===== config.mk =====
export PLATFORM = sky130hd
export DESIGN_NAME = mdg_glue_flat
export DESIGN_NICKNAME = d
export VERILOG_FILES = /design/src/mdg_pkg.sv /design/src/mdg_bus_if.sv /design/src/mdg_glue.sv /design/src/flat_wrapper.sv
export SDC_FILE = /design/constraint.sdc
export NUM_CORES = 1
export LEC_CHECK = 0
export ABC_AREA = 1
export ABC_CLOCK_PERIOD_IN_PS = 2800
export BUFFER_PORTS_ARGS = -buffer_cell sky130_fd_sc_hd__buf_2
export CORE_MARGIN = 5
export CORE_UTILIZATION = 25
export CTS_CLUSTER_DIAMETER = 40
export DETAILED_ROUTE_END_ITERATION = 8
export PLACE_DENSITY_LB_ADDON = 0.3
export SYNTH_ARGS = -nofsm -noshare
export SYNTH_HDL_FRONTEND = slang
export SYNTH_SLANG_ARGS = --single-unit

===== constraint.sdc =====
create_clock -name clk -period 2.8 [get_ports clk]
set_clock_uncertainty 0.2 [all_clocks]
set_input_delay 0.14 -clock clk [delete_from_list [all_inputs] [get_ports clk]]
set_output_delay 0.14 -clock clk [all_outputs]
set_load 0.02 [all_outputs]

===== src/mdg_pkg.sv =====
package mdg_pkg;
   // I/O range codes on address bits 15..12
   localparam logic [3:0] IO_EXT   = 4'h8;
   localparam logic [3:0] IO_MODEM = 4'h9;
   localparam logic [3:0] IO_PIO   = 4'hb;
   localparam logic [3:0] IO_UDATA = 4'hc;
   localparam logic [3:0] IO_UMODE = 4'hd;
   localparam logic [3:0] IO_LATCH = 4'he;
   localparam logic [3:0] IO_LCD   = 4'hf;
   // Parallel I/O and timer registers, and the system latch port
   localparam logic [7:0] PIO_COMMAND_STATUS = 8'hb0;
   localparam logic [7:0] PIO_PORT_A_DATA    = 8'hb1;
   localparam logic [7:0] PIO_PORT_B_DATA    = 8'hb2;
   localparam logic [7:0] PIO_PORT_C_DATA    = 8'hb3;
   localparam logic [7:0] TIMER_COUNT_LOW    = 8'hb4;
   localparam logic [7:0] TIMER_COUNT_HIGH   = 8'hb5;
   localparam logic [7:0] SYS_LATCH_PORT     = 8'he0;
   // System output latch bits
   localparam int LAT_BANK  = 0;
   localparam int LAT_PRINTER_STROBE_N  = 1;
   localparam int LAT_CLK   = 2;
   localparam int LAT_MOTOR = 3;
   localparam logic [3:0] LATCH_RESET = 4'h0;
   // Port bits
   localparam int PB_KEY8   = 0;
   localparam int PB_GATE   = 2;
   localparam int PB_TOGGLE = 5;
   localparam int PC_ONLINE = 1;
   localparam int PC_BUSY   = 2;
   localparam int PC_BAR    = 3;
   localparam int ST_TDONE  = 6;
   // Timer command and mode codes
   localparam logic [1:0] TCMD_START   = 2'b11;
   localparam logic [1:0] TCMD_STOP    = 2'b01;
   localparam logic [1:0] TMODE_SQUARE = 2'b01;
   localparam logic [7:0] TONE_START   = 8'hc0;
   // Controller registers on APB
   localparam logic [7:0] HST_CMD    = 8'h00;
   localparam logic [7:0] HST_ADDR   = 8'h04;
   localparam logic [7:0] HST_DATA   = 8'h08;
   localparam logic [7:0] HST_STATUS = 8'h0c;
   localparam logic [7:0] HST_SERIAL = 8'h10;

   typedef enum logic [2:0] {
      C_NONE, C_IO_WR, C_IO_RD, C_MEM_WR, C_MEM_RD, C_PRINT, C_TONE
   } mdg_cmd_t;
endpackage : mdg_pkg


===== src/mdg_bus_if.sv =====
`timescale 1ns/1ps
`default_nettype none
interface mdg_bus_if;
   logic [15:0] addr;
   logic [7:0]  wdata;
   logic        io_m;
   logic        rd;
   logic        wr;
   logic [7:0]  rdata;
   logic        rd_valid;
   logic        barcode_irq;
   logic        cpu_serial_in;
   logic        cpu_serial_out;

   modport cpu (output addr, wdata, io_m, rd, wr, cpu_serial_out,
                input rdata, rd_valid, barcode_irq, cpu_serial_in);
   modport glue (input addr, wdata, io_m, rd, wr, cpu_serial_out,
                 output rdata, rd_valid, barcode_irq, cpu_serial_in);
endinterface : mdg_bus_if
`default_nettype wire


===== src/mdg_glue.sv =====
// Implementation choice: the APB register port.
`timescale 1ns/1ps
`default_nettype none
// Behaviour
// - A15 splits ROM and RAM halves
// - A14..A13 pick one of four RAMs
// - Bank bit picks standard or optional ROM
// - Bank bit latched from data bit 0
// - A15..A12 decode seven I/O selects
// - Low I/O free; 80-8F external controller
// - 90-9F modem relay; B0-BF parallel chip
// - C0-CF UART data; D0-DF UART mode
// - E0-EF latch and keys; F0-FF LCD
// - Low bits pick parallel chip registers
// - Port A plus B0 strobe keys; rows readable
// - Latch bit 3 drives cassette motor
// - Print only when not busy, then strobe
// - Printer holds busy until character printed
// - Offline printer blocks print data
// - Inverted wand feeds port and interrupt
// - Gate high: buzzer follows toggle bit
// - Timer square wave drives buzzer tone
// - Cassette write inverted; read to serial in
// - Latch bit 2 strobes clock chip
module mdg_glue
   import mdg_pkg::*;
#(
   parameter int TIMER_W = 14
) (
   // Clock and reset
   input  wire logic  clk,
   input  wire logic  reset,
   // CPU bus
   mdg_bus_if.glue    bus,
   // Memory selects
   output logic       rom_std_sel_n,
   output logic       rom_opt_sel_n,
   output logic [3:0] ram_sel_n,
   // I/O selects
   output logic       ext_io_ctrl_sel_n,
   output logic       modem_relay_sel_n,
   output logic       pio_chip_sel_n,
   output logic       uart_data_sel_n,
   output logic       uart_mode_sel_n,
   output logic       sys_latch_sel_n,
   output logic       lcd_sel_n,
   // Latch outputs
   output logic       rom_bank_select,
   output logic       printer_strobe_n,
   output logic       clock_chip_strobe,
   output logic       tape_motor_drive,
   // Keyboard
   output logic [8:0] key_strobe,
   input  wire logic [7:0] key_rows,
   // Printer
   output logic [7:0] printer_data,
   input  wire logic  printer_busy_in,
   input  wire logic  printer_online_in,
   // Bar code, cassette, buzzer
   input  wire logic  barcode_wand,
   input  wire logic  cassette_read_in,
   output logic       cassette_write,
   output logic       buzzer_drive,
   output logic       timer_out
);
   if (TIMER_W != 14) begin : g_chk
      $error("mdg_glue: TIMER_W must be 14");
   end

   typedef struct packed {
      logic [3:0]         lat;
      logic [7:0]         pa;
      logic [7:0]         pb;
      logic [7:0]         cmd;
      logic [7:0]         tlo;
      logic [7:0]         thi;
      logic               trun;
      logic               tdone;
      logic               tout;
      logic [TIMER_W-1:0] tcnt;
      logic [1:0]         busy_s;
      logic [1:0]         onl_s;
      logic               wand_s1;
      logic               bar;
      logic [1:0]         cas_s;
      logic [7:0]         rows_s1;
      logic [7:0]         rows_s2;
      logic               rom_std_n;
      logic               rom_opt_n;
      logic [3:0]         ram_n;
      logic [7:0]         io_n;
      logic [7:0]         rdata;
      logic               rd_valid;
      logic               cas_wr;
      logic               buzz;
   } mdg_glue_st_t;

   mdg_glue_st_t s;
   mdg_glue_st_t next_s;

   function automatic logic io_hit(input logic [15:0] a, input logic [3:0] r);
      return a[15:12] == r;
   endfunction : io_hit

   logic               acc;
   logic               io_wr;
   logic               io_rd;
   logic [TIMER_W-1:0] half;

   always_comb begin
      next_s   = s;
      acc      = bus.rd | bus.wr;
      io_wr    = bus.wr & bus.io_m;
      io_rd    = bus.rd & bus.io_m;
      half     = {s.thi[5:0], s.tlo} >> 1;
      if (half == '0) begin
         half = TIMER_W'(1);
      end
      // Pin synchronisers
      next_s.busy_s  = {s.busy_s[0], printer_busy_in};
      next_s.onl_s   = {s.onl_s[0], printer_online_in};
      next_s.wand_s1 = barcode_wand;
      next_s.bar     = ~s.wand_s1;
      next_s.cas_s   = {s.cas_s[0], cassette_read_in};
      next_s.rows_s1 = key_rows;
      next_s.rows_s2 = s.rows_s1;
      next_s.cas_wr  = ~bus.cpu_serial_out;
      next_s.rom_std_n = 1'b1;
      next_s.rom_opt_n = 1'b1;
      next_s.ram_n     = 4'hf;
      if (acc && !bus.io_m) begin
         if (!bus.addr[15]) begin
            next_s.rom_std_n = s.lat[LAT_BANK];
            next_s.rom_opt_n = ~s.lat[LAT_BANK];
         end else begin
            next_s.ram_n[bus.addr[14:13]] = 1'b0;
         end
      end
      next_s.io_n = 8'hff;
      if (acc && bus.io_m && bus.addr[15]) begin
         next_s.io_n[bus.addr[14:12]] = 1'b0;
      end
      if (io_wr && io_hit(bus.addr, IO_LATCH)) begin
         next_s.lat = bus.wdata[3:0];
      end
      if (io_wr && io_hit(bus.addr, IO_PIO)) begin
         case (bus.addr[10:8])
            PIO_COMMAND_STATUS[2:0]: begin
               next_s.cmd = bus.wdata;
               if (bus.wdata[7:6] == TCMD_START) begin
                  next_s.trun = 1'b1;
                  next_s.tcnt = half;
                  next_s.tout = 1'b1;
               end else if (bus.wdata[7:6] == TCMD_STOP) begin
                  next_s.trun = 1'b0;
               end
            end
            PIO_PORT_A_DATA[2:0]:  next_s.pa  = bus.wdata;
            PIO_PORT_B_DATA[2:0]:  next_s.pb  = bus.wdata;
            TIMER_COUNT_LOW[2:0]:  next_s.tlo = bus.wdata;
            TIMER_COUNT_HIGH[2:0]: next_s.thi = bus.wdata;
            default: ;
         endcase
      end
      // Read answer one cycle after the strobe
      next_s.rd_valid = bus.rd;
      next_s.rdata    = 8'h00;
      if (io_rd && io_hit(bus.addr, IO_PIO)) begin
         case (bus.addr[10:8])
            PIO_COMMAND_STATUS[2:0]: begin
               next_s.rdata[ST_TDONE] = s.tdone;
               next_s.tdone = 1'b0;
            end
            PIO_PORT_A_DATA[2:0]:  next_s.rdata = s.pa;
            PIO_PORT_B_DATA[2:0]:  next_s.rdata = s.pb;
            PIO_PORT_C_DATA[2:0]: begin
               next_s.rdata[PC_ONLINE] = s.onl_s[1];
               next_s.rdata[PC_BUSY]   = s.busy_s[1];
               next_s.rdata[PC_BAR]    = s.bar;
            end
            TIMER_COUNT_LOW[2:0]:  next_s.rdata = s.tlo;
            TIMER_COUNT_HIGH[2:0]: next_s.rdata = s.thi;
            default: ;
         endcase
      end
      if (io_rd && io_hit(bus.addr, IO_LATCH)) begin
         next_s.rdata = s.rows_s2;
      end
      if (s.trun) begin
         if (s.tcnt <= TIMER_W'(1)) begin
            next_s.tcnt = half;
            if (s.thi[7:6] == TMODE_SQUARE) begin
               next_s.tout = ~s.tout;
            end else begin
               next_s.tout  = 1'b0;
               next_s.trun  = 1'b0;
               next_s.tdone = 1'b1;
            end
         end else begin
            next_s.tcnt = s.tcnt - TIMER_W'(1);
         end
      end
      next_s.buzz = s.pb[PB_GATE] & (s.pb[PB_TOGGLE] | s.tout);
   end

   always_ff @(posedge clk) begin
      if (reset) begin
         s       <= '0;
         s.lat   <= LATCH_RESET;
         s.rom_std_n <= 1'b1;
         s.rom_opt_n <= 1'b1;
         s.ram_n <= 4'hf;
         s.io_n  <= 8'hff;
         s.cas_wr <= 1'b1;
      end else begin
         s <= next_s;
      end
   end

   assign rom_std_sel_n     = s.rom_std_n;
   assign rom_opt_sel_n     = s.rom_opt_n;
   assign ram_sel_n         = s.ram_n;
   assign ext_io_ctrl_sel_n = s.io_n[0];
   assign modem_relay_sel_n = s.io_n[1];
   assign pio_chip_sel_n    = s.io_n[3];
   assign uart_data_sel_n   = s.io_n[4];
   assign uart_mode_sel_n   = s.io_n[5];
   assign sys_latch_sel_n   = s.io_n[6];
   assign lcd_sel_n         = s.io_n[7];
   assign rom_bank_select   = s.lat[LAT_BANK];
   assign printer_strobe_n  = ~s.lat[LAT_PRINTER_STROBE_N];
   assign clock_chip_strobe = s.lat[LAT_CLK];
   assign tape_motor_drive  = s.lat[LAT_MOTOR];
   assign key_strobe        = {s.pb[PB_KEY8], s.pa};
   assign printer_data      = s.pa;
   assign cassette_write    = s.cas_wr;
   assign buzzer_drive      = s.buzz;
   assign timer_out         = s.tout;
   assign bus.rdata         = s.rdata;
   assign bus.rd_valid      = s.rd_valid;
   assign bus.barcode_irq   = s.bar;
   assign bus.cpu_serial_in = s.cas_s[1];
endmodule : mdg_glue
`default_nettype wire


===== src/flat_wrapper.sv =====
// flat-port wrapper written by rule: the top's interface ports become plain ports
module mdg_glue_flat import mdg_pkg::*;
#(
   parameter int TIMER_W = 14
)
  (clk, reset, rom_std_sel_n, rom_opt_sel_n, ram_sel_n, ext_io_ctrl_sel_n, modem_relay_sel_n, pio_chip_sel_n, uart_data_sel_n, uart_mode_sel_n, sys_latch_sel_n, lcd_sel_n, rom_bank_select, printer_strobe_n, clock_chip_strobe, tape_motor_drive, key_strobe, key_rows, printer_data, printer_busy_in, printer_online_in, barcode_wand, cassette_read_in, cassette_write, buzzer_drive, timer_out, bus_addr, bus_wdata, bus_io_m, bus_rd, bus_wr, bus_cpu_serial_out, bus_rdata, bus_rd_valid, bus_barcode_irq, bus_cpu_serial_in);
  mdg_bus_if bus_i ();
  input  wire logic clk;
  input  wire logic reset;
  output logic rom_std_sel_n;
  output logic rom_opt_sel_n;
  output logic [3:0] ram_sel_n;
  output logic ext_io_ctrl_sel_n;
  output logic modem_relay_sel_n;
  output logic pio_chip_sel_n;
  output logic uart_data_sel_n;
  output logic uart_mode_sel_n;
  output logic sys_latch_sel_n;
  output logic lcd_sel_n;
  output logic rom_bank_select;
  output logic printer_strobe_n;
  output logic clock_chip_strobe;
  output logic tape_motor_drive;
  output logic [8:0] key_strobe;
  input  wire logic [7:0] key_rows;
  output logic [7:0] printer_data;
  input  wire logic printer_busy_in;
  input  wire logic printer_online_in;
  input  wire logic barcode_wand;
  input  wire logic cassette_read_in;
  output logic cassette_write;
  output logic buzzer_drive;
  output logic timer_out;
  input wire logic [$bits(bus_i.addr)-1:0] bus_addr;
  input wire logic [$bits(bus_i.wdata)-1:0] bus_wdata;
  input wire logic [$bits(bus_i.io_m)-1:0] bus_io_m;
  input wire logic [$bits(bus_i.rd)-1:0] bus_rd;
  input wire logic [$bits(bus_i.wr)-1:0] bus_wr;
  input wire logic [$bits(bus_i.cpu_serial_out)-1:0] bus_cpu_serial_out;
  output wire logic [$bits(bus_i.rdata)-1:0] bus_rdata;
  output wire logic [$bits(bus_i.rd_valid)-1:0] bus_rd_valid;
  output wire logic [$bits(bus_i.barcode_irq)-1:0] bus_barcode_irq;
  output wire logic [$bits(bus_i.cpu_serial_in)-1:0] bus_cpu_serial_in;
  assign bus_i.addr = bus_addr;
  assign bus_i.wdata = bus_wdata;
  assign bus_i.io_m = bus_io_m;
  assign bus_i.rd = bus_rd;
  assign bus_i.wr = bus_wr;
  assign bus_i.cpu_serial_out = bus_cpu_serial_out;
  assign bus_rdata = bus_i.rdata;
  assign bus_rd_valid = bus_i.rd_valid;
  assign bus_barcode_irq = bus_i.barcode_irq;
  assign bus_cpu_serial_in = bus_i.cpu_serial_in;
  mdg_glue #(.TIMER_W(TIMER_W)) u_core (.clk(clk), .reset(reset), .bus(bus_i), .rom_std_sel_n(rom_std_sel_n), .rom_opt_sel_n(rom_opt_sel_n), .ram_sel_n(ram_sel_n), .ext_io_ctrl_sel_n(ext_io_ctrl_sel_n), .modem_relay_sel_n(modem_relay_sel_n), .pio_chip_sel_n(pio_chip_sel_n), .uart_data_sel_n(uart_data_sel_n), .uart_mode_sel_n(uart_mode_sel_n), .sys_latch_sel_n(sys_latch_sel_n), .lcd_sel_n(lcd_sel_n), .rom_bank_select(rom_bank_select), .printer_strobe_n(printer_strobe_n), .clock_chip_strobe(clock_chip_strobe), .tape_motor_drive(tape_motor_drive), .key_strobe(key_strobe), .key_rows(key_rows), .printer_data(printer_data), .printer_busy_in(printer_busy_in), .printer_online_in(printer_online_in), .barcode_wand(barcode_wand), .cassette_read_in(cassette_read_in), .cassette_write(cassette_write), .buzzer_drive(buzzer_drive), .timer_out(timer_out));
endmodule

# Word-level counts from Yosys, hierarchy flattened
# Cells that the tools add are included.
op_classes:
  n_addsub: 1
  n_lt_le_gt_ge: 5
  n_eq_ne: 10
  mux: 26
  bitwise_logic: 15
  reduce_logical: 23
ops:
  columns: ["op", "n"]
  rows:
  - ["$mux W15", 3]
  - ["$mux W17", 1]
  - ["$mux W8", 2]
  - ["$pmux W3 S5", 1]
  - ["$le A14 B1 Y1 const B", 1]
  - ["$logic_not A14 Y1", 1]
  - ["$mux W14", 1]
  - ["$sub A14 B1 Y14 const B", 1]
  - ["$mux W13", 1]
  - ["$logic_and A1 B1 Y1", 9]
  - ["$mux W1", 9]
  - ["$eq A4 B4 Y1 const B", 2]
  - ["$not A1 Y1", 8]
  - ["$not A8 Y8", 1]
  - ["$pmux W1 S4", 2]
  - ["$pmux W2 S4", 1]
  - ["$reduce_and A2 Y1", 4]
  - ["$eq A3 B2 Y1 const B", 2]
  - ["$eq A3 B3 Y1 const B", 2]
  - ["$reduce_bool A2 Y1", 3]
  - ["$reduce_or A3 Y1", 2]
  - ["$pmux W1 S5", 1]
  - ["$eq A2 B1 Y1 const B", 2]
  - ["$lt A3 B4 Y1 const B", 1]
  - ["other kinds (16)", 19]
totals:
  ff_bits: 102
  out_inout_bits: 48

# Logic depth before layout (Yosys ltp)
# Gate-level depths: netlist of the first run.
depth:
  depth_word: 8
  depth_mapped: 12
  ltp_nobuf: 12

# Worst setup path after synthesis of the first run
# Ideal clock, no wire load.
synth_timing:
  path_kind: "reg2reg"
  from: "register u_core.s[49] (netlist name)"
  to: "register u_core.s[57] (netlist name)"
  arrival_ps: 1396
  required_time_ps: 2478
  path_slack_ps: 1082
  stages_incl_launch_ff: 12
  synth_period_minus_slack_ps: 1718
  path_cell_list: "dfxtp_1 > inv_1 > ha_1 > inv_1 > nand2_1 > nand3_1 > nor2_4 > nand2_2 > nand2_2 > buf_4 > o21ai_0 > a21oi_1"
synth_via:
  elab_chain_len: 3
  word_cells_on_any_way: 4
synth_rtl:
  columns: ["element", "line_no", "rtl"]
  rows:
  - ["start, declared", "mdg_glue.sv:98", "mdg_glue_st_t s;"]
  - ["start signal, assigned", "mdg_glue.sv:216", "s <= next_s;"]
  - ["$sub A14 B1 Y14 / $le A14 B1 Y1 (equally long branches)", "mdg_glue.sv:200, mdg_glue.sv:190", null]
  - ["$mux W14 *", "mdg_glue.sv:190", "if (s.tcnt <= TIMER_W'(1)) begin"]
  - ["$mux W17 *", "mdg_glue.sv:189", "if (s.trun) begin"]
# Every way passes the cells marked *; elsewhere a longest branch is shown, timed or not.
# A chain may end at the register's enable or synchronous reset.

# Final worst setup path of the first run
layout_timing:
  from: "input bus_addr[14]"
  to: "register u_core.s[65] (netlist name)"
layout_via:
  elab_chain_len: 6
layout_rtl:
  columns: ["element", "line_no", "rtl"]
  rows:
  - ["start, declared", "flat_wrapper.sv:34", "input wire logic [$bits(bus_i.addr)-1:0] bus_addr;"]
  - ["$eq A4 B4 Y1 *", "mdg_glue.sv:102", "return a[15:12] == r;"]
  - ["$logic_and A1 B1 Y1 *", "mdg_glue.sv:146", "if (io_wr && io_hit(bus.addr, IO_PIO)) begin"]
  - ["$mux W1 *", "mdg_glue.sv:146", null]
  - ["$mux W2", "mdg_glue.sv:192", "if (s.thi[7:6] == TMODE_SQUARE) begin"]
  - ["$mux W3", "mdg_glue.sv:190", null]
  - ["$mux W17 *", "mdg_glue.sv:189", null]
# Marked as above.

==> impl_metrics.json, run 1 <==
{
  "required_ps": 2890,
  "vdd_drop_max_mv": 0.394,
  "ant_nets": 0,
  "cp-start-kind": "input pin",
  "syn_inst": 591,
  "syn-cell-area_mm2": 0.00447,
  "setup_slack_ps": 570,
  "drive_gt1_share_pct": 19.8,
  "numPortBuffers": 80,
  "cp_max_fo": 20,
  "drv_slew": 0,
  "place_area_mm2": 0.00484,
  "cp-end-kind": "flip-flop",
  "htreeDepth": 3,
  "worst-path-stages": 10,
  "pre_cts_ws_ps": 661,
  "fill_cells": 1922,
  "cpPeakStageDelay_ps": 560,
  "die_width_um": 144,
  "insertion_delay_ps": 350,
  "die-area_mm2": 0.0207,
  "multi_input_area_mm2": 0.00180,
  "antenna_found_initial": 1,
  "grt_pass1_wl_um": 18600,
  "synth_seq_cells": 101,
  "hold_violations": 0,
  "fin_tns_setup_ps": 0,
  "power.leakage_nw": 2.43,
  "area_delta_synth_final_pct": 21.1,
  "register_area_mm2": 0.00202,
  "drt_iter0_markers": 273,
  "cts_buffer_depth": 2,
  "critPathSlowestCell": "dlygate4sd3_1",
  "crit_type": "in -> reg",
  "via_per_inst": 4.19,
  "min_path_type": "in -> reg",
  "clk_pin_slew_ps": 60,
  "fin_crit_ps": 2230,
  "wl_um": 11500,
  "cts_setup_buffers": 0,
  "syn_area_per_cell_um2": 7.56,
  "synth_fp_nets": 635,
  "synth_most_common_cell": "dfxtp_1",
  "track_usage_pct": 11.5,
  "relSlewSlack_pct": 57.8,
  "dr_total_vias": 3766,
  "route.detailed.drc": 0,
  "clock-sinks": 101,
  "ys_seq_area_share_pct": 45.2,
  "num_rows": 48,
  "dr.pass1.iters": 5,
  "power_density_mw_per_mm2": 524,
  "numCtsBuffers": 9,
  "grt_pass1_vias": 3537,
  "num-nets-final": 712,
  "netlist.area_leader.share_pct": 45.2,
  "max-cap-violations": 0,
  "reg2reg_to": "u_core.s[54]$_SDFFE_PP0P_",
  "reg2reg_setup_slack_ps": 710,
  "postLayoutCellArea_mm2": 0.00541,
  "min_from": "bus_wr",
  "crit_arrival_ps": 2320,
  "rr_startpoint": "u_core.s[49]$_SDFFE_PP0P_",
  "overflow": 0,
  "crit_family": "buffers and inverters",
  "die-height_um": 144,
  "grt_max_degree": 35,
  "ys.flop_type": "dfxtp_1",
  "timing.fmax_mhz": 448,
  "cts_tree": "yes",
  "wl_per_cell_um": 12.8,
  "synth_largest_area_cell": "dfxtp_1",
  "synth_area_leaders": "dfxtp_1 (45%), nand2_1 (8.1%), nor2_1 (6.5%)",
  "yosysWarnings": 0,
  "start_util_pct": 25.7,
  "min_period_over_period_pct": 79.6,
  "status": "complete, no violations",
  "hpwl_um": 8410,
  "rsz0062_at_grt": "no",
  "synth_common_cells": "dfxtp_1 (101), nand2_1 (97), nor2_1 (77)",
  "coreArea_mm2": 0.0174,
  "worst_slew_pin_slew_ps": 628,
  "min_path_cells": 4,
  "min_to": "u_core.rom_std_sel_n$_SDFF_PP1_",
  "setup_viol": 0,
  "netlist-cell-type-count": 37,
  "ios": 90,
  "synth-async-reset-ratio_pct": 0,
  "root_buffer": "clkbuf_16",
  "gp_congestion": 0.804,
  "worst-path-buf-inv": 4,
  "cts-resized-gates": 0,
  "rr_worst_depth": 9,
  "cts_hold_buf": 30,
  "synth_edf_count": 0,
  "critical_path.cell_chain": "dlygate4sd3_1, buf_2, nor2_4, nand3_4, nand2_2, nand3_4, inv_4, o21ai_1, dlygate4sd3_1, nor2_1"
}
flip-flops by register name, summed over array words and instances (netlist names), 4 cells and up:
register             cells
u_core.bus.rdata         8
u_core.s                51
u_core.ram_sel_n         4
u_core.printer_data      8
u_core.next_s           11
worst min-delay path: stages:
cell and delay [ps]:
buf_2 110, nor2_1 160, nor4_1 110, nand2_1 60
how the worst max path moves through the flow:
stage	from	endpoint	slack, ps
5_1_grt	u_core.s[49]$_SDFFE_PP0P_	u_core.s[54]$_SDFFE_PP0P_	430
3_5_place_dp	u_core.s[49]$_SDFFE_PP0P_	u_core.s[54]$_SDFFE_PP0P_	660
2_1_floorplan	u_core.s[49]$_SDFFE_PP0P_	u_core.s[57]$_SDFFE_PP0P_	1080
3_3_place_gp	u_core.s[49]$_SDFFE_PP0P_	u_core.s[54]$_SDFFE_PP0P_	710
4_1_cts	bus_addr[14]	u_core.s[65]$_SDFF_PP0_	590
6_report	bus_addr[14]	u_core.s[65]$_SDFF_PP0_	570
metal layers:
| metal | up-vias | track usage [%] | wire, µm |
|---|---|---|---|
| li1 | 2012 | - | - |
| met1 | 1683 | 15.3 | 5560 |
| met2 | 61 | 18.3 | 5360 |
| met3 | 10 | 2.90 | 374 |
| met4 | 0 | 3.87 | 194 |
| met5 | - | 0 | 0 |
final cells by class:
type / instances / area share, %
inverter: 82 / 5.76
sequential: 101 / 37.4
multi-input combinational: 361 / 33.2
tap: 225 / 5.20
clock inverter: 5 / 0.809
timing repair buffer: 113 / 13.4
antenna: 1 / 0.0462
clock buffer: 10 / 4.23
metrics by stage:
stage	hold WS [ps]	utilization, %	cells	total power, W
6_report	61.8	31.1	898	0.00283
5_1_grt	124	31.1	898	0.00293
4_1_cts	40.2	31.1	897	0.00287
3_5_place_dp	113	27.8	852	0.00165
3_3_place_gp	105	27.8	852	0.00165
2_1_floorplan	9.99	-	591	0.00159
report_power, final:
group	total (W)	switching [W]	leakage, nW	internal [W]
Sequential	0.00146	0.00000605	0.820	0.00146
Combinational	0.000181	0.000109	1.47	0.0000722
Clock	0.00119	0.000577	0.134	0.000612
logic make-up after synthesis:
| logic type | count (synthesis) | share of synthesized area (%) |
|---|---|---|
| AOI/OAI and AO/OA | 125 | 14.6 |
| DFF | 101 | 45.2 |
| and+or+nand+nor | 229 | 24.1 |
| buffers and inverters | 129 | 14.5 |
| xor gates and xnor gates | 5 | 0.980 |
| adders and majority gates | 2 | 0.560 |
cells in the final DEF (no fill, tap or decap), types with 5 or more instances in the layout:
master           n
xor2_1           5
a21oi_1         46
nand2_2          5
dlygate4sd3_1   30
o22ai_1          6
inv_2            6
nor2_1          77
nand2_1         97
dfxtp_1        101
o21ai_1         19
buf_2           80
clkbuf_16        9
nand4_1          5
o21ai_0         47
inv_1           74
nand3_1         20
Note: power is estimated with default switching activity, not from simulation.
==> inputs of run 2 (changes only) <==
Settings changed: ABC_CLOCK_PERIOD_IN_PS 2800 to 2200.
Clock period 2.8 ns to 2.2 ns, I/O delays scaled along.
==> run 2 against run 1 <==
  * Combinational power is 30% higher
  * Clock-buffer cell count is the same
  * Total power rose by 32%
  * Register-to-register slack got worse by 410 ps
  * Routed wire length increased by 2.0%
  * Non-clock buffer count rose by 6
  * Critical endpoint is now u_core.pio_chip_sel_n$_SDFF_PP1_
  * Largest cell class unchanged
  * Largest power group unchanged
==> impl_metrics.json, run 2 (same netlist as run 1, synthesis figures left out) <==
{
  "cp_common_cell": "dlygate4sd3_1",
  "grt_max_degree": 40,
  "wl_per_cell_um": 13.0,
  "coreArea_mm2": 0.0174,
  "htreeDepth": 3,
  "rsz0062_at_grt": "no",
  "grt_pass1_vias": 3718,
  "dr.pass1.iters": 5,
  "insertion_delay_ps": 350,
  "min_period_over_period_pct": 96.4,
  "ant_nets": 0,
  "power_density_mw_per_mm2": 680,
  "crit_arrival_ps": 2150,
  "numCtsBuffers": 9,
  "pre_cts_ws_ps": 324,
  "drive_gt1_share_pct": 20.3,
  "dr_total_vias": 3803,
  "antenna_cells": 0,
  "ios": 90,
  "grt_pass1_wl_um": 19500,
  "worst-path-buf-inv": 4,
  "crit_type": "in -> reg",
  "critical_path.cell_chain": "dlygate4sd3_1, buf_2, nor2_4, dlygate4sd3_1, nand2_1, dlygate4sd3_1",
  "largest_register": "u_core.s",
  "wl_um": 11700,
  "final_cell_mix": "dfxtp_1 (101), nand2_1 (97), buf_2 (80)",
  "power.leakage_nw": 2.47,
  "die_width_um": 144,
  "die-height_um": 144,
  "min_path_type": "in -> reg",
  "required_ps": 2230,
  "fin_crit_ps": 2120,
  "root_buffer": "clkbuf_16",
  "setup_slack_ps": 78.6,
  "largest_register_ff_count": 51,
  "fin_tns_setup_ps": 0,
  "max-cap-violations": 0,
  "worst_slew_pin_slew_ps": 684,
  "clk_pin_slew_ps": 70,
  "cts_buffer_depth": 2,
  "drv_slew": 0,
  "status": "complete, no violations",
  "drt_iter0_markers": 236,
  "worst-path-stages": 6,
  "area_delta_synth_final_pct": 23.1,
  "die-area_mm2": 0.0207,
  "hpwl_um": 8490,
  "num-nets-final": 718,
  "cp_max_fo": 4,
  "cp-end-kind": "flip-flop",
  "start_util_pct": 25.7,
  "via_per_inst": 4.21,
  "track_usage_pct": 12.0,
  "cpPeakStageDelay_ps": 600,
  "num_rows": 48,
  "hold_violations": 0,
  "clock-sinks": 101,
  "numPortBuffers": 80,
  "gp_congestion": 0.883,
  "cts_tree": "yes",
  "overflow": 0,
  "crit_family": "buffers and inverters",
  "layout_commonest_cell": "dfxtp_1",
  "antenna_found_initial": 0,
  "relSlewSlack_pct": 54.0,
  "vdd_drop_max_mv": 0.450,
  "timing.fmax_mhz": 471,
  "route.detailed.drc": 0,
  "rr_worst_depth": 11,
  "critPathSlowestCell": "dlygate4sd3_1",
  "min_path_cells": 4,
  "cp-start-kind": "input pin",
  "setup_viol": 0
}
[run 2: layer usage]
metal  wire, µm  vias up  share of wire, %  GRT usage (%)
met5          0        -                 0              0
met4        250        0               2.1           4.31
met3        428       18               3.7           2.53
met2       5460       74                47           19.7
met1       5580     1691                48           15.5
li1           -     2020                 -              -
[run 2: layout make-up]
cell class                 count  area [µm²]
clock buffer                  10         229
clock inverter                 6        76.3
fill                        1885       11900
inverter                      82         312
multi-input combinational    361        1810
sequential                   101        2020
tap                          225         282
timing repair buffer         119         776
[run 2: power breakdown]
| part | switching [W] | internal (W) | leakage [nW] | total, W |
|---|---|---|---|---|
| registers | 0.00000776 | 0.00185 | 0.820 | 0.00186 |
| clock network | 0.000739 | 0.000905 | 0.150 | 0.00164 |
| logic | 0.000141 | 0.0000951 | 1.50 | 0.000236 |
| total | 0.000887 | 0.00286 | 2.47 | 0.00374 |
[run 2: worst paths after layout]
path                        startpoint  slack (ps)                                 to
max                       bus_addr[14]          80   u_core.pio_chip_sel_n$_SDFF_PP1_
min                             bus_wr          40    u_core.rom_std_sel_n$_SDFF_PP1_
max reg2reg  u_core.s[49]$_SDFFE_PP0P_         300          u_core.s[61]$_SDFFE_PP0P_
min reg2reg    u_core.s[44]$_SDFF_PP0_         180  u_core.bus.barcode_irq$_SDFF_PP0_
[run 2: tightest hold or removal path: stages]
cell and delay (ps):
buf_2 110, nor2_1 150, nor4_1 120, nand2_1 60
[run 2: metrics by stage]
stage	area (µm²)	total power (W)	hold slack (ps)	cells	util [%]
finish	5500	0.00374	38.5	904	31.6
global route	5500	0.00391	32.3	904	31.6
CTS	5500	0.00380	2.84	904	31.6
detailed placement	4860	0.00210	82.4	855	27.9
global placement	4860	0.00210	75.0	855	27.9
floorplan	4470	0.00202	-20.0	591	-
[run 2: repair_timing]
item,4_1_cts,5_1_grt
gates resized for setup,0,2
hold buffers,33,0
hold endpoints to repair,77,0
buffers inserted,0,0
endpoints found under the setup margin,0,2
==> inputs of run 3 (changes only) <==
Settings changed: BUFFER_PORTS_ARGS -buffer_cell sky130_fd_sc_hd__buf_2 to -buffer_cell sky130_fd_sc_hd__buf_4.
==> run 3 against run 2 <==
  * Total power decreased by 1.4%
  * Routed wire length grew 0.14%
  * Clock power shrank 4%
  * Clock-buffer cell count shrank 1
  * Worst hold slack about the same
  * Design area increased by 3.3%
==> impl_metrics.json, run 3 (same netlist as run 1, synthesis figures left out) <==
{
  "worst-path-stages": 6,
  "numCtsBuffers": 9,
  "required_ps": 2240,
  "hpwl_um": 8520,
  "htreeDepth": 3,
  "cts_tree": "yes",
  "ios": 90,
  "power_density_mw_per_mm2": 649,
  "dr.pass1.iters": 4,
  "p_int_w": 0.00277,
  "start_util_pct": 25.7,
  "largest_register": "u_core.s",
  "max-cap-violations": 0,
  "cp-end-kind": "flip-flop",
  "critical_path.cell_chain": "dlygate4sd3_1, buf_4, nor2_4, dlygate4sd3_1, nand2_1, dlygate4sd3_1",
  "wl_per_cell_um": 13.0,
  "clk_pin_slew_ps": 70,
  "die_width_um": 144,
  "worst_slew_pin_slew_ps": 586,
  "reg2reg_setup_slack_ps": 310,
  "hold_violations": 0,
  "combPwrFrac_pct": 7.0,
  "share_clk_of_total_power_pct": 42.5,
  "worst-path-buf-inv": 4,
  "die-height_um": 144,
  "endpoint": "u_core.pio_chip_sel_n$_SDFF_PP1_",
  "setup_slack_ps": 104,
  "crit_start": "bus_addr[14]",
  "crit_arrival_ps": 2140,
  "fin_tns_setup_ps": 0,
  "rr_worst_depth": 10,
  "die-area_mm2": 0.0207,
  "relSlewSlack_pct": 60.6,
  "status": "complete, no violations",
  "gp_congestion": 0.790,
  "grt_pass1_wl_um": 18800,
  "layout_commonest_cell": "dfxtp_1",
  "dp.cells": 855,
  "rsz0062_at_grt": "no",
  "final_cell_mix": "dfxtp_1 (101), nand2_1 (97), buf_4 (86)",
  "numPortBuffers": 80,
  "cts_buffer_depth": 2,
  "antenna_cells": 0,
  "num-nets-final": 718,
  "instances_no_fill": 904,
  "power.leakage_nw": 2.52,
  "cp_max_fo": 4,
  "ant_nets": 0,
  "drv_slew": 0,
  "switching_share_pct": 24.9,
  "cp_common_cell": "dlygate4sd3_1",
  "coreArea_mm2": 0.0174,
  "track_usage_pct": 11.7,
  "root_buffer": "clkbuf_16",
  "critPathSlowestCell": "dlygate4sd3_1",
  "via_per_inst": 4.17,
  "reg2reg_to": "u_core.s[58]$_SDFFE_PP0P_",
  "num_rows": 48,
  "min_path_type": "in -> reg",
  "drt_iter0_markers": 198,
  "min_period_over_period_pct": 95.3,
  "cpPeakStageDelay_ps": 580,
  "fin_crit_ps": 2100,
  "rr_startpoint": "u_core.s[49]$_SDFFE_PP0P_",
  "overflow": 0,
  "p_sw_w": 0.000919,
  "wl_um": 11700,
  "clock-sinks": 101,
  "insertion_delay_ps": 350,
  "grt_max_degree": 37,
  "cp-start-kind": "input pin",
  "cts_setup_buffers": 0,
  "crit_family": "buffers and inverters",
  "crit_type": "in -> reg",
  "grt_pass1_vias": 3627,
  "vdd_drop_max_mv": 0.351,
  "area_delta_synth_final_pct": 27.2,
  "dr_total_vias": 3767,
  "seq_power_share_pct": 50.5,
  "route.detailed.drc": 0,
  "largest_register_ff_count": 51,
  "setup_viol": 0,
  "pre_cts_ws_ps": 300,
  "timing.fmax_mhz": 477,
  "drive_gt1_share_pct": 20.5,
  "antenna_found_initial": 0,
  "whs_ps": 38.2
}
[run 3: area by class of cell]
| type | count | area, µm² |
|---|---|---|
| inverter | 82 | 312 |
| multi-input combinational | 361 | 1800 |
| clock buffer | 9 | 225 |
| fill | 1914 | 11700 |
| timing repair buffer | 119 | 976 |
| sequential | 101 | 2020 |
| tap | 225 | 282 |
| clock inverter | 7 | 68.8 |
[run 3: power by group through the flow]
stage	clock, W	sequential (W)	combinational (W)
4_1_cts	0.00163	0.00186	0.000260
3_3_place_gp	0	0.00191	0.000214
3_5_place_dp	0	0.00191	0.000215
2_1_floorplan	0	0.00191	0.000105
6_report	0.00157	0.00186	0.000259
5_1_grt	0.00171	0.00187	0.000284
[run 3: worst reg2reg max path, delay by kind of cell (launching register included)]
kind | cells | cell delay (ps)
AOI/OAI and AO/OA | 2 | 310
adders and majority gates | 1 | 220
buffers and inverters | 2 | 190
DFF | 1 | 340
and+or+nand+nor | 5 | 570
[run 3: metrics by stage]
step / instance area (µm²) / power (W) / utilization [%]
floorplan: 4470 / 0.00202 / -
CTS: 5680 / 0.00375 / 32.6
global route: 5690 / 0.00385 / 32.7
finish: 5690 / 0.00369 / 32.7
detailed placement: 5060 / 0.00212 / 29.1
global placement: 5060 / 0.00212 / 29.1
[run 3: worst min-delay path by stage]
stage	endpoint	slack, ps	cells after the start	startpoint
3_3_place_gp	u_core.cassette_write$_SDFF_PP1_	80	2	bus_cpu_serial_out
2_1_floorplan	u_core.cassette_write$_SDFF_PP1_	-20	1	bus_cpu_serial_out
5_1_grt	u_core.rom_opt_sel_n$_SDFF_PP1_	50	4	bus_wr
3_5_place_dp	u_core.cassette_write$_SDFF_PP1_	80	2	bus_cpu_serial_out
6_report	u_core.rom_std_sel_n$_SDFF_PP1_	40	4	bus_wr
4_1_cts	u_core.rom_std_sel_n$_SDFF_PP1_	9	4	bus_wr
[run 3: repair_timing]
item | 4_1_cts | 5_1_grt
gates resized for setup | 0 | 1
endpoints found under the hold margin | 79 | 0
hold buffers | 33 | 0
setup endpoints to repair | 0 | 1
[run 3: metal layers]
layer  share of wire (%)  global-route usage (%)
met1                  47                    14.7
met2                  49                    19.8
met3                 3.4                    2.83
met4                 1.1                    3.87
met5                   0                       0
